`src/hw/cirs_pkg.sv`:
```
// constants shared by the reset-cause and interrupt event block
package cirs_pkg;
  // ==========================================================================
  // register map on the plain register port
  localparam logic [3:0] CIRS_ADDR_STATUS = 4'h0;
  localparam logic [3:0] CIRS_ADDR_POWER_CONTROL_FLAGS   = 4'h1;
  localparam logic [3:0] CIRS_ADDR_INTCTL = 4'h2;
  localparam logic [3:0] CIRS_ADDR_PREQ1  = 4'h3;
  localparam logic [3:0] CIRS_ADDR_PREQ2  = 4'h4;
  localparam logic [3:0] CIRS_ADDR_PEN1   = 4'h5;
  localparam logic [3:0] CIRS_ADDR_PEN2   = 4'h6;
  localparam logic [3:0] CIRS_ADDR_OPTCTL = 4'h7;
  localparam logic [3:0] CIRS_ADDR_ANALOG_SELECT_REG  = 4'h8;
  // ==========================================================================
  // field positions
  localparam int CIRS_ST_TO       = 4;
  localparam int CIRS_ST_PD       = 3;
  localparam int CIRS_PC_OT       = 2;
  localparam int CIRS_PC_POR      = 1;
  localparam int CIRS_IC_GIE      = 7;
  localparam int CIRS_IC_PERIPHERAL_IRQ_ENABLE     = 6;
  localparam int CIRS_IC_T0IE     = 5;
  localparam int CIRS_IC_EXTIE    = 4;
  localparam int CIRS_IC_PCHIE    = 3;
  localparam int CIRS_IC_T0IF     = 2;
  localparam int CIRS_IC_EXTIF    = 1;
  localparam int CIRS_IC_PCHIF    = 0;
  localparam int CIRS_OPT_EDGE    = 6;
  // implemented bit masks of the peripheral request/enable, status and power control registers
  localparam logic [7:0] CIRS_PREQ1_MASK = 8'h73;
  localparam logic [7:0] CIRS_PREQ2_MASK = 8'hb2;
  localparam logic [7:0] CIRS_STATUS_MASK = 8'hff;
  localparam logic [7:0] CIRS_POWER_CONTROL_FLAGS_MASK  = 8'h06;
  // ==========================================================================
  // reset values
  localparam logic [7:0]  CIRS_STATUS_POR = 8'h18;
  localparam logic [12:0] CIRS_RESET_VEC  = 13'h0000;
  localparam logic [12:0] CIRS_IRQ_VEC    = 13'h0004;
  localparam logic [7:0]  CIRS_ANALOG_SELECT_REG_RST  = 8'h01;
  // instruction cycle = four Q phases of sys_clk
  localparam logic [1:0]  CIRS_Q1 = 2'h0;
  localparam logic [1:0]  CIRS_Q4 = 2'h3;
  // ==========================================================================
  typedef enum logic [1:0] {
    CIRS_RUN    = 2'b00,
    CIRS_SLEEP  = 2'b01,
    CIRS_WAKE   = 2'b10
  } cirs_state_t;
endpackage : cirs_pkg

```
`src/hw/cirs_edge_detect.sv`:
```
// edge detector for the external interrupt pin
`timescale 1ns/1ps
module cirs_edge_detect
  import cirs_pkg::*;
(
  input  wire logic sys_clk,
  input  wire logic rst,
  input  wire logic pinIn,
  input  wire logic risingSel,
  input  wire logic digitalEn,
  output logic      edgePulse
);
  logic pinLast_ff;
  logic nxt_pinLast;
  logic nxt_edgePulse;

  always_comb begin
    // an analog-configured pin reads zero, so it can never produce an edge
    nxt_pinLast   = pinIn & digitalEn;
    nxt_edgePulse = risingSel ? (nxt_pinLast & ~pinLast_ff)
                              : (~nxt_pinLast & pinLast_ff);
  end

  always_ff @(posedge sys_clk) begin
    if (rst) begin
      pinLast_ff <= 1'b0;
      edgePulse  <= 1'b0;
    end else begin
      pinLast_ff <= nxt_pinLast;
      edgePulse  <= nxt_edgePulse;
    end
  end
endmodule : cirs_edge_detect

```
`src/hw/cirs_qphase.sv`:
```
// instruction-cycle phase counter, four clocks per cycle
`timescale 1ns/1ps
module cirs_qphase
  import cirs_pkg::*;
(
  input  wire logic       sys_clk,
  input  wire logic       rst,
  output logic [1:0]      qPhase
);
  logic [1:0] nxt_qPhase;

  always_comb begin
    nxt_qPhase = qPhase + 2'h1;
  end

  always_ff @(posedge sys_clk) begin
    if (rst) begin
      qPhase <= CIRS_Q1;
    end else begin
      qPhase <= nxt_qPhase;
    end
  end
endmodule : cirs_qphase

```
`src/hw/cirs_core.sv`:
```
// reset-cause recording and interrupt gathering for the processor core
// ============================================================================
// What this block does
// - every reset except master clear outside sleep updates cause bits in status and power control registers
// - power-on: vector zero, timeout and powerdown set, power-on flag cleared
// - watchdog: reset clears timeout; in sleep wakes, clears both, continues
// - interrupt wake: timeout set, powerdown cleared, vector if global enable
// - master clear: vector zero; flags kept, or in sleep timeout set, pd clear
// - unimplemented status bits read zero
// - overtemperature flag bit 2 reads zero after that reset; software sets it
// - power-on flag bit 1 reads zero after power-on; software sets it
// - power control bits 7-3 and 0 read zero
// - one request flag per source across control and peripheral registers
// - global enable gates all, individual enables mask, reset clears global
// - taking an interrupt clears global enable, pushes return, loads vector
// - flags set regardless of any enable
// - with global enable clear, events set flags; enabled ones still wake from sleep
// - interrupt pending while global enable is cleared waits until re-enabled
// - return from service pops address, restores context, sets global enable
// - pin event to vector takes three to four instruction cycles; here seven to ten sys_clk cycles
// - external pin edge selectable rising or falling, sets external flag
// - external pin wakes from sleep only if its enable is set
// - analog-configured pin reads zero and never interrupts
// - external flag settable Q4 through Q1, sampled at every Q1
// - control register layout: gie peripheral_irq_enable t0ie exte pche t0if extf pchf
// - peripheral sources also need the peripheral enable
//
// Decided for this implementation: the register addresses and the strobed register port.
`timescale 1ns/1ps
module cirs_core
  import cirs_pkg::*;
#(
  parameter int PC_W = 13
)(
  input  wire logic            sys_clk,
  input  wire logic            rst,
  input  wire logic            porEvent,
  input  wire logic            mclrEvent,
  input  wire logic            wdtEvent,
  input  wire logic            otEvent,
  input  wire logic            sleepEnter,
  input  wire logic            retFromIsr,
  input  wire logic            extIrqPin,
  input  wire logic            tmr0Ovf,
  input  wire logic            pinChange,
  input  wire logic [7:0]      periphReq1,
  input  wire logic [7:0]      periphReq2,
  input  wire logic [PC_W-1:0] pcNow,
  input  wire logic [3:0]      regAddr,
  input  wire logic [7:0]      regWrData,
  input  wire logic            regWrite,
  input  wire logic            regRead,
  output logic [7:0]           regRdData,
  output logic                 pcLoad,
  output logic [PC_W-1:0]      pcTarget,
  output logic                 stackPush,
  output logic                 ctxRestore,
  output logic                 coreRestart,
  output logic                 sleeping
);
  // ==========================================================================
  // helpers
  logic [1:0] qPhase;
  logic       extEdge;
  logic [7:0] status_ff, nxt_status;
  logic [7:0] power_control_flags_ff, nxt_power_control_flags;
  logic [7:0] intctl_ff, nxt_intctl;
  logic [7:0] preq1_ff, nxt_preq1;
  logic [7:0] preq2_ff, nxt_preq2;
  logic [7:0] pen1_ff, nxt_pen1;
  logic [7:0] pen2_ff, nxt_pen2;
  logic [7:0] opt_ff, nxt_opt;
  logic [7:0] analog_select_reg_ff, nxt_analog_select_reg;
  logic       extLatch_ff, nxt_extLatch;
  logic       pend_ff, nxt_pend;
  cirs_state_t state_ff, nxt_state;
  logic [7:0] nxt_rdData;
  logic       nxt_pcLoad, nxt_stackPush, nxt_ctxRestore, nxt_restart;
  logic [PC_W-1:0] nxt_pcTarget;
  logic       irqWanted;
  logic       wakeWanted;

  function automatic logic wrHit(input logic [3:0] a);
    wrHit = regWrite && (regAddr == a);
  endfunction : wrHit

  cirs_qphase u_qphase (
    .sys_clk (sys_clk),
    .rst     (rst),
    .qPhase  (qPhase)
  );

  cirs_edge_detect u_edge (
    .sys_clk   (sys_clk),
    .rst       (rst),
    .pinIn     (extIrqPin),
    .risingSel (opt_ff[CIRS_OPT_EDGE]),
    .digitalEn (~analog_select_reg_ff[0]),
    .edgePulse (extEdge)
  );

  // ==========================================================================
  // request gathering
  always_comb begin
    // an edge seen in Q2/Q3 is held and posted at the next Q4 window
    nxt_extLatch = (extLatch_ff | extEdge) & ~((qPhase == CIRS_Q4) || (qPhase == CIRS_Q1));
    // write data first, hardware set last so that a set beats a clear
    nxt_intctl = intctl_ff;
    nxt_preq1  = preq1_ff;
    nxt_preq2  = preq2_ff;
    nxt_pen1   = pen1_ff;
    nxt_pen2   = pen2_ff;
    nxt_opt    = opt_ff;
    nxt_analog_select_reg  = analog_select_reg_ff;
    if (wrHit(CIRS_ADDR_INTCTL)) nxt_intctl = regWrData;
    if (wrHit(CIRS_ADDR_PREQ1))  nxt_preq1  = regWrData & CIRS_PREQ1_MASK;
    if (wrHit(CIRS_ADDR_PREQ2))  nxt_preq2  = regWrData & CIRS_PREQ2_MASK;
    if (wrHit(CIRS_ADDR_PEN1))   nxt_pen1   = regWrData & CIRS_PREQ1_MASK;
    if (wrHit(CIRS_ADDR_PEN2))   nxt_pen2   = regWrData & CIRS_PREQ2_MASK;
    if (wrHit(CIRS_ADDR_OPTCTL)) nxt_opt    = regWrData;
    if (wrHit(CIRS_ADDR_ANALOG_SELECT_REG))  nxt_analog_select_reg  = regWrData;
    if (tmr0Ovf)   nxt_intctl[CIRS_IC_T0IF]  = 1'b1;
    if (pinChange) nxt_intctl[CIRS_IC_PCHIF] = 1'b1;
    if ((extEdge || extLatch_ff) && ((qPhase == CIRS_Q4) || (qPhase == CIRS_Q1)))
      nxt_intctl[CIRS_IC_EXTIF] = 1'b1;
    nxt_preq1 = nxt_preq1 | (periphReq1 & CIRS_PREQ1_MASK);
    nxt_preq2 = nxt_preq2 | (periphReq2 & CIRS_PREQ2_MASK);
    if (retFromIsr) nxt_intctl[CIRS_IC_GIE] = 1'b1;
    if (nxt_pcLoad && (state_ff != CIRS_SLEEP || intctl_ff[CIRS_IC_GIE]))
      nxt_intctl[CIRS_IC_GIE] = nxt_pcTarget != CIRS_IRQ_VEC ? nxt_intctl[CIRS_IC_GIE]
                                                             : 1'b0;
  end

  always_comb begin
    wakeWanted =
      (intctl_ff[CIRS_IC_EXTIE] & intctl_ff[CIRS_IC_EXTIF]) |
      (intctl_ff[CIRS_IC_T0IE]  & intctl_ff[CIRS_IC_T0IF])  |
      (intctl_ff[CIRS_IC_PCHIE] & intctl_ff[CIRS_IC_PCHIF]) |
      (intctl_ff[CIRS_IC_PERIPHERAL_IRQ_ENABLE] &
       (|(preq1_ff & pen1_ff) | |(preq2_ff & pen2_ff)));
    // gie sampled as a register, so a write clearing it blocks the next entry
    irqWanted = wakeWanted & intctl_ff[CIRS_IC_GIE] & ~(wrHit(CIRS_ADDR_INTCTL)
                & ~regWrData[CIRS_IC_GIE]);
  end

  // ==========================================================================
  // reset causes and core sequencing
  always_comb begin
    nxt_status     = status_ff;
    nxt_power_control_flags       = power_control_flags_ff;
    nxt_state      = state_ff;
    nxt_pcLoad     = 1'b0;
    nxt_pcTarget   = pcTarget;
    nxt_stackPush  = 1'b0;
    nxt_ctxRestore = retFromIsr;
    nxt_restart    = 1'b0;
    nxt_pend       = 1'b0;
    if (wrHit(CIRS_ADDR_STATUS))
      nxt_status = (regWrData & CIRS_STATUS_MASK & 8'he7) | (status_ff & 8'h18);
    if (wrHit(CIRS_ADDR_POWER_CONTROL_FLAGS)) nxt_power_control_flags = regWrData & CIRS_POWER_CONTROL_FLAGS_MASK;
    // entry is decided at Q1 and the vector issued one Q1 later
    if (qPhase == CIRS_Q1) begin
      nxt_pend = irqWanted && state_ff == CIRS_RUN;
      if (pend_ff && intctl_ff[CIRS_IC_GIE]) begin
        nxt_pcLoad    = 1'b1;
        nxt_pcTarget  = CIRS_IRQ_VEC;
        nxt_stackPush = 1'b1;
      end
    end else begin
      nxt_pend = pend_ff;
    end
    case (state_ff)
      CIRS_RUN: begin
        if (sleepEnter) begin
          nxt_state = CIRS_SLEEP;
          nxt_status[CIRS_ST_TO] = 1'b1;
          nxt_status[CIRS_ST_PD] = 1'b0;
        end
      end
      CIRS_SLEEP: begin
        if (wdtEvent) begin
          nxt_state = CIRS_RUN;
          nxt_status[CIRS_ST_TO] = 1'b0;
          nxt_status[CIRS_ST_PD] = 1'b0;
        end else if (wakeWanted) begin
          nxt_state = CIRS_WAKE;
          nxt_status[CIRS_ST_TO] = 1'b1;
          nxt_status[CIRS_ST_PD] = 1'b0;
        end
      end
      CIRS_WAKE: begin
        // next instruction runs, then the vector at its end
        if (qPhase == CIRS_Q4) begin
          nxt_state = CIRS_RUN;
          if (intctl_ff[CIRS_IC_GIE]) begin
            nxt_pcLoad    = 1'b1;
            nxt_pcTarget  = CIRS_IRQ_VEC;
            nxt_stackPush = 1'b1;
          end
        end
      end
      default: nxt_state = CIRS_RUN;
    endcase
    if (mclrEvent || (wdtEvent && state_ff != CIRS_SLEEP) || otEvent) begin
      nxt_restart  = 1'b1;
      nxt_pcLoad   = 1'b1;
      nxt_pcTarget = CIRS_RESET_VEC;
      nxt_stackPush = 1'b0;
      nxt_pend     = 1'b0;
      nxt_state    = CIRS_RUN;
      nxt_status[7:5] = 3'h0;
      if (otEvent) nxt_power_control_flags[CIRS_PC_OT] = 1'b0;
      if (wdtEvent && state_ff != CIRS_SLEEP) nxt_status[CIRS_ST_TO] = 1'b0;
      if (mclrEvent && state_ff != CIRS_RUN) begin
        nxt_status[CIRS_ST_TO] = 1'b1;
        nxt_status[CIRS_ST_PD] = 1'b0;
      end
    end
  end

  always_comb begin
    nxt_rdData = 8'h00;
    if (regRead) begin
      case (regAddr)
        CIRS_ADDR_STATUS: nxt_rdData = status_ff & CIRS_STATUS_MASK;
        CIRS_ADDR_POWER_CONTROL_FLAGS:   nxt_rdData = power_control_flags_ff & CIRS_POWER_CONTROL_FLAGS_MASK;
        CIRS_ADDR_INTCTL: nxt_rdData = intctl_ff;
        CIRS_ADDR_PREQ1:  nxt_rdData = preq1_ff;
        CIRS_ADDR_PREQ2:  nxt_rdData = preq2_ff;
        CIRS_ADDR_PEN1:   nxt_rdData = pen1_ff;
        CIRS_ADDR_PEN2:   nxt_rdData = pen2_ff;
        CIRS_ADDR_OPTCTL: nxt_rdData = opt_ff;
        CIRS_ADDR_ANALOG_SELECT_REG:  nxt_rdData = analog_select_reg_ff;
        default:          nxt_rdData = 8'h00;
      endcase
    end
  end

  // ==========================================================================
  // registers; rst is the power-on reset path
  always_ff @(posedge sys_clk) begin
    if (rst || porEvent) begin
      status_ff   <= CIRS_STATUS_POR;
      // a later power-on event keeps the overtemperature cause; of the two power-on paths only rst clears it
      power_control_flags_ff     <= rst ? 8'h00 : (power_control_flags_ff & 8'h04);
      intctl_ff   <= 8'h00;
      preq1_ff    <= 8'h00;
      preq2_ff    <= 8'h00;
      pen1_ff     <= 8'h00;
      pen2_ff     <= 8'h00;
      opt_ff      <= 8'h00;
      analog_select_reg_ff    <= CIRS_ANALOG_SELECT_REG_RST;
      extLatch_ff <= 1'b0;
      pend_ff     <= 1'b0;
      state_ff    <= CIRS_RUN;
      regRdData   <= 8'h00;
      pcLoad      <= 1'b1;
      pcTarget    <= CIRS_RESET_VEC;
      stackPush   <= 1'b0;
      ctxRestore  <= 1'b0;
      coreRestart <= 1'b1;
      sleeping    <= 1'b0;
    end else begin
      status_ff   <= nxt_status;
      power_control_flags_ff     <= nxt_power_control_flags;
      intctl_ff   <= (nxt_restart ? (nxt_intctl & 8'h7f) : nxt_intctl);
      preq1_ff    <= nxt_preq1;
      preq2_ff    <= nxt_preq2;
      pen1_ff     <= nxt_pen1;
      pen2_ff     <= nxt_pen2;
      opt_ff      <= nxt_opt;
      analog_select_reg_ff    <= nxt_analog_select_reg;
      extLatch_ff <= nxt_extLatch;
      pend_ff     <= nxt_pend;
      state_ff    <= nxt_state;
      regRdData   <= nxt_rdData;
      pcLoad      <= nxt_pcLoad;
      pcTarget    <= nxt_pcTarget;
      stackPush   <= nxt_stackPush;
      ctxRestore  <= nxt_ctxRestore;
      coreRestart <= nxt_restart;
      sleeping    <= (nxt_state == CIRS_SLEEP);
    end
  end
endmodule : cirs_core

```
`config.mk`:
```
export PLATFORM = sky130hd
export DESIGN_NAME = cirs_core
export DESIGN_NICKNAME = d
export VERILOG_FILES = /design/src/hw/cirs_pkg.sv /design/src/hw/cirs_edge_detect.sv /design/src/hw/cirs_qphase.sv /design/src/hw/cirs_core.sv
export SDC_FILE = /design/constraint.sdc
export NUM_CORES = 1
export LEC_CHECK = 0
export BUFFER_PORTS_ARGS = -buffer_cell sky130_fd_sc_hd__buf_2
export CELL_PAD_IN_SITES_DETAIL_PLACEMENT = 0
export CELL_PAD_IN_SITES_GLOBAL_PLACEMENT = 1
export CORE_MARGIN = 1.5
export CORE_UTILIZATION = 30
export CTS_CLUSTER_DIAMETER = 150
export CTS_CLUSTER_SIZE = 16
export DETAILED_ROUTE_END_ITERATION = 6
export PLACE_DENSITY_LB_ADDON = 0.25
export SLEW_MARGIN = 20
export SYNTH_ARGS = -nofsm -noshare
export SYNTH_HDL_FRONTEND = slang
export SYNTH_SLANG_ARGS = --single-unit
```
`constraint.sdc`:
```
create_clock -name sys_clk -period 1.9 [get_ports sys_clk]
set_input_delay 0.095 -clock sys_clk [delete_from_list [all_inputs] [get_ports sys_clk]]
set_output_delay 0.095 -clock sys_clk [all_outputs]
set_load 0.01 [all_outputs]
```
==> impl_results.md <==
* Yosys cell types at 55
* CTS Root Cell: clkbuf_16
* Total negative setup slack at 0 ns
* Hold Path End: status_ff[4]
* Dpl ws at 0.2056 ns
* DRC at 0
* Final hold viol count at 0
* Register bit count reported by yosys at 86
* Area added between synthesis and finish at 25.15%
* Worst Path Required at 2.17 ns
* FF-to-FF setup slack at 0.24 ns
* Die height at 112.7 microns
* Largest net degree at the start of global routing at 47
* Detailed Routing Iterations Pass 1 at 4
* Min Tclk post-route at roughly 1.7 ns
* First-pass GRT wire length at 16,290 microns
* Worst Hold Path Cells at 2
* Mean Syn Cell Area at 9.286 sq um
* Via density at 4.910
* Post-route cell area at 0.004521 sq mm
* Final Slew Violations at 0
* Synth async-reset ratio at 0
* Starting Density at 0.3123
* Post-synth net total at 445
* Final setup fails at 0
* I/O Pins at 80
* Worst slew pin tran at 0.5307 ns
* Initial antenna violation count at 0
* Worst-path clk slew at 0.07 ns
* Width of the chip at ~110 microns
* Multi-input gate area at 0.001689 sq mm
* Reg-to-reg startpoint: preq1_ff[1]
* Worst hold-check path type: in2reg
* Routability cong. at between 0.8 and 0.9
* Total Wirelength at 10,160 microns
* IO buf count at 59
* # diodes at 0
* Crit path kind: in2reg
* Layout cells sized above 1 at 0.2208
* CTS tree: done
* Most used flip-flop cell after synthesis: dfxtp_1
* Rows at 39
* Placed inst area at 0.004076 sq mm
* Synthesis Warnings at 0
* Num CTS Buffers at 9
* Power Total at between 3 and 4 mW
* EDFF count, synth at 2
* Worst-Skew Late Latency at 0.35 ns
* Htree depth at 3
* Routed length per instance at 16.55 microns
* Crit-path max FO at 9
* Setup crit start kind: primary input
* Remaining Overflow, GRT at 0
* Synthesized cell area at 0.003612 sq mm
* Clk sinks at 86
* Fin crit share at 0.9167
* Final worst-path setup slack at 0.1582 ns
* WP data arrival at between 2 and 2.5 ns
* All-Layer GR Usage at 0.1703
* Register area share after synthesis at 0.4822
* Synth Instances at 389
* Clock tree buffer depth at 2
* Fillers at 1,205
* Fin Clk Skew at ~0.0067 ns
* Fin nets at roughly 520
* HP Start: wdtEvent
* Cell Pwr Density at roughly 850 mW/mm^2
* Worst reg2reg path endpoint: status_ff[4]
* Worst VDD drop at 0.0003962 V
* Top achievable clock speed at 574.1 MHz
* Die ar. at 0.01271 sq mm
* Max-cap violations at 0
* Most common cell after layout, fill and taps aside: dfxtp_1
* Status: completed
* Leakage at 1.914 nW
* Max-slew headroom at 0.6449
* Most frequent cells in the layout: dfxtp_1 (84), buf_2 (59), nor2_1 (47)
* RSZ-0062 raised after global routing: false
* Via count at 3,015
* Core ar. at around 0.012 sq mm
* Seq. cell area at 0.001742 sq mm
* Worst Setup End Kind: flop
* Detail Route Antenna Nets at 0
* 1st-iter DRT viols at 215
* Worst R2R Path Depth at 6
* Detailed placement HPWL at 7108 microns
* Setup Fix Bufs, Post-CTS at 0
* Vias in the first global route at approximately 3,000
==> cell type report <==
cell class,count,share of cell area
clock inverter,7,0.01190
clock buffer,9,0.04982
multi-input combinational,262,0.3737
tap,143,0.03958
sequential,86,0.3853
timing repair buffer,90,0.1257
inverter,17,0.01412
==> where the power goes <==
group / total (mW) / internal [mW] / switching (mW) / leakage [nW]
sequential: 1.85 / 1.84 / 0.0196 / 0.702
clock: 1.69 / 0.901 / 0.790 / 0.137
combinational: 0.281 / 0.119 / 0.162 / 1.07
==> cell usage after synthesis (all sizes together), types with 3 or more instances <==
cell type  instances  area [sq um]
nand3b             5         37.54
inv               17         63.81
a22oi              5         37.54
nand3             16         85.08
dfxtp             84          1682
a222oi             3         30.03
nand2             32         120.1
a22o               3         26.28
a31oi              5         31.28
mux2               7         78.83
nor3               3         26.28
o21ai              7         35.03
clkbuf             9         35.03
mux2i             37         370.4
and3               3         18.77
nor3b              3         22.52
and2              16         100.1
nor2              48         182.7
nor2b              5         31.28
buf               15         87.59
a21oi             28         140.1
a32oi              3         26.28
==> registers in the layout (all words and copies together), names as in the netlist, 2 cells and up <==
register,count
pcTarget,13
analog_select_reg_ff,8
intctl_ff,8
opt_ff,8
regRdData,8
status_ff,8
pen1_ff,5
preq1_ff,5
pen2_ff,4
preq2_ff,4
power_control_flags_ff,2
state_ff,2
u_qphase.qPhase,2
==> kinds of logic (layout without fill, tap and decap cells) <==
logic type | after synthesis | after routing | share of synthesized area
and+or+nand+nor | 144 | 144 | 0.1999
DFF | 86 | 86 | 0.4822
AOI/OAI and AO/OA | 71 | 71 | 0.1289
muxes | 45 | 45 | 0.1306
buffers and inverters | 41 | 123 | 0.05161
adders and majority gates | 2 | 2 | 0.006926
==> timing repair <==
| action | in CTS | in global routing |
|---|---|---|
| endpoints found under the setup margin | 0 | 10 |
| endpoints found under the hold margin | 19 | 0 |
| hold buffers | 16 | 0 |
| resized for setup | 0 | 1 |
==> worst max-delay path, stage by stage <==
cell and delay, ns:
dlygate4sd3_1 0.53, buf_2 0.16, or2_1 0.24, a2111o_1 0.44, or4_1 0.46, o31ai_1 0.08
==> per-stage QoR <==
stage / util / cells / hold WS [ns]
floorplan: - / 389 / 0.1617
global placement: 0.3525 / 582 / 0.3159
detailed placement: 0.3525 / 582 / 0.3273
CTS: 0.3905 / 614 / 0.02478
global route: 0.3909 / 614 / 0.04753
finish: 0.3909 / 614 / 0.04623
==> layer usage <==
layer  routed length, microns  part of all wire  global-route usage
met1                     4829              0.48              0.2226
met2                     4842              0.48              0.2772
met3                      356             0.035             0.04124
met4                      133             0.013             0.05654
met5                        0                 0                   0
==> how the worst max path moves through the flow <==
stage / startpoint / to / slack (ns) / depth (start not counted)
after CTS: rst / pcTarget[0] / 0.09 / 6
after floorplan: state_ff[1] / state_ff[1] / 0.48 / 5
after global routing: rst / state_ff[1] / 0.07 / 6
after global placement: preq1_ff[1] / status_ff[4] / 0.26 / 6
final: rst / state_ff[1] / 0.16 / 6
after detailed placement: state_ff[1] / pcTarget[8] / 0.21 / 5
No activity file was read; power rests on OpenSTA's default activity.
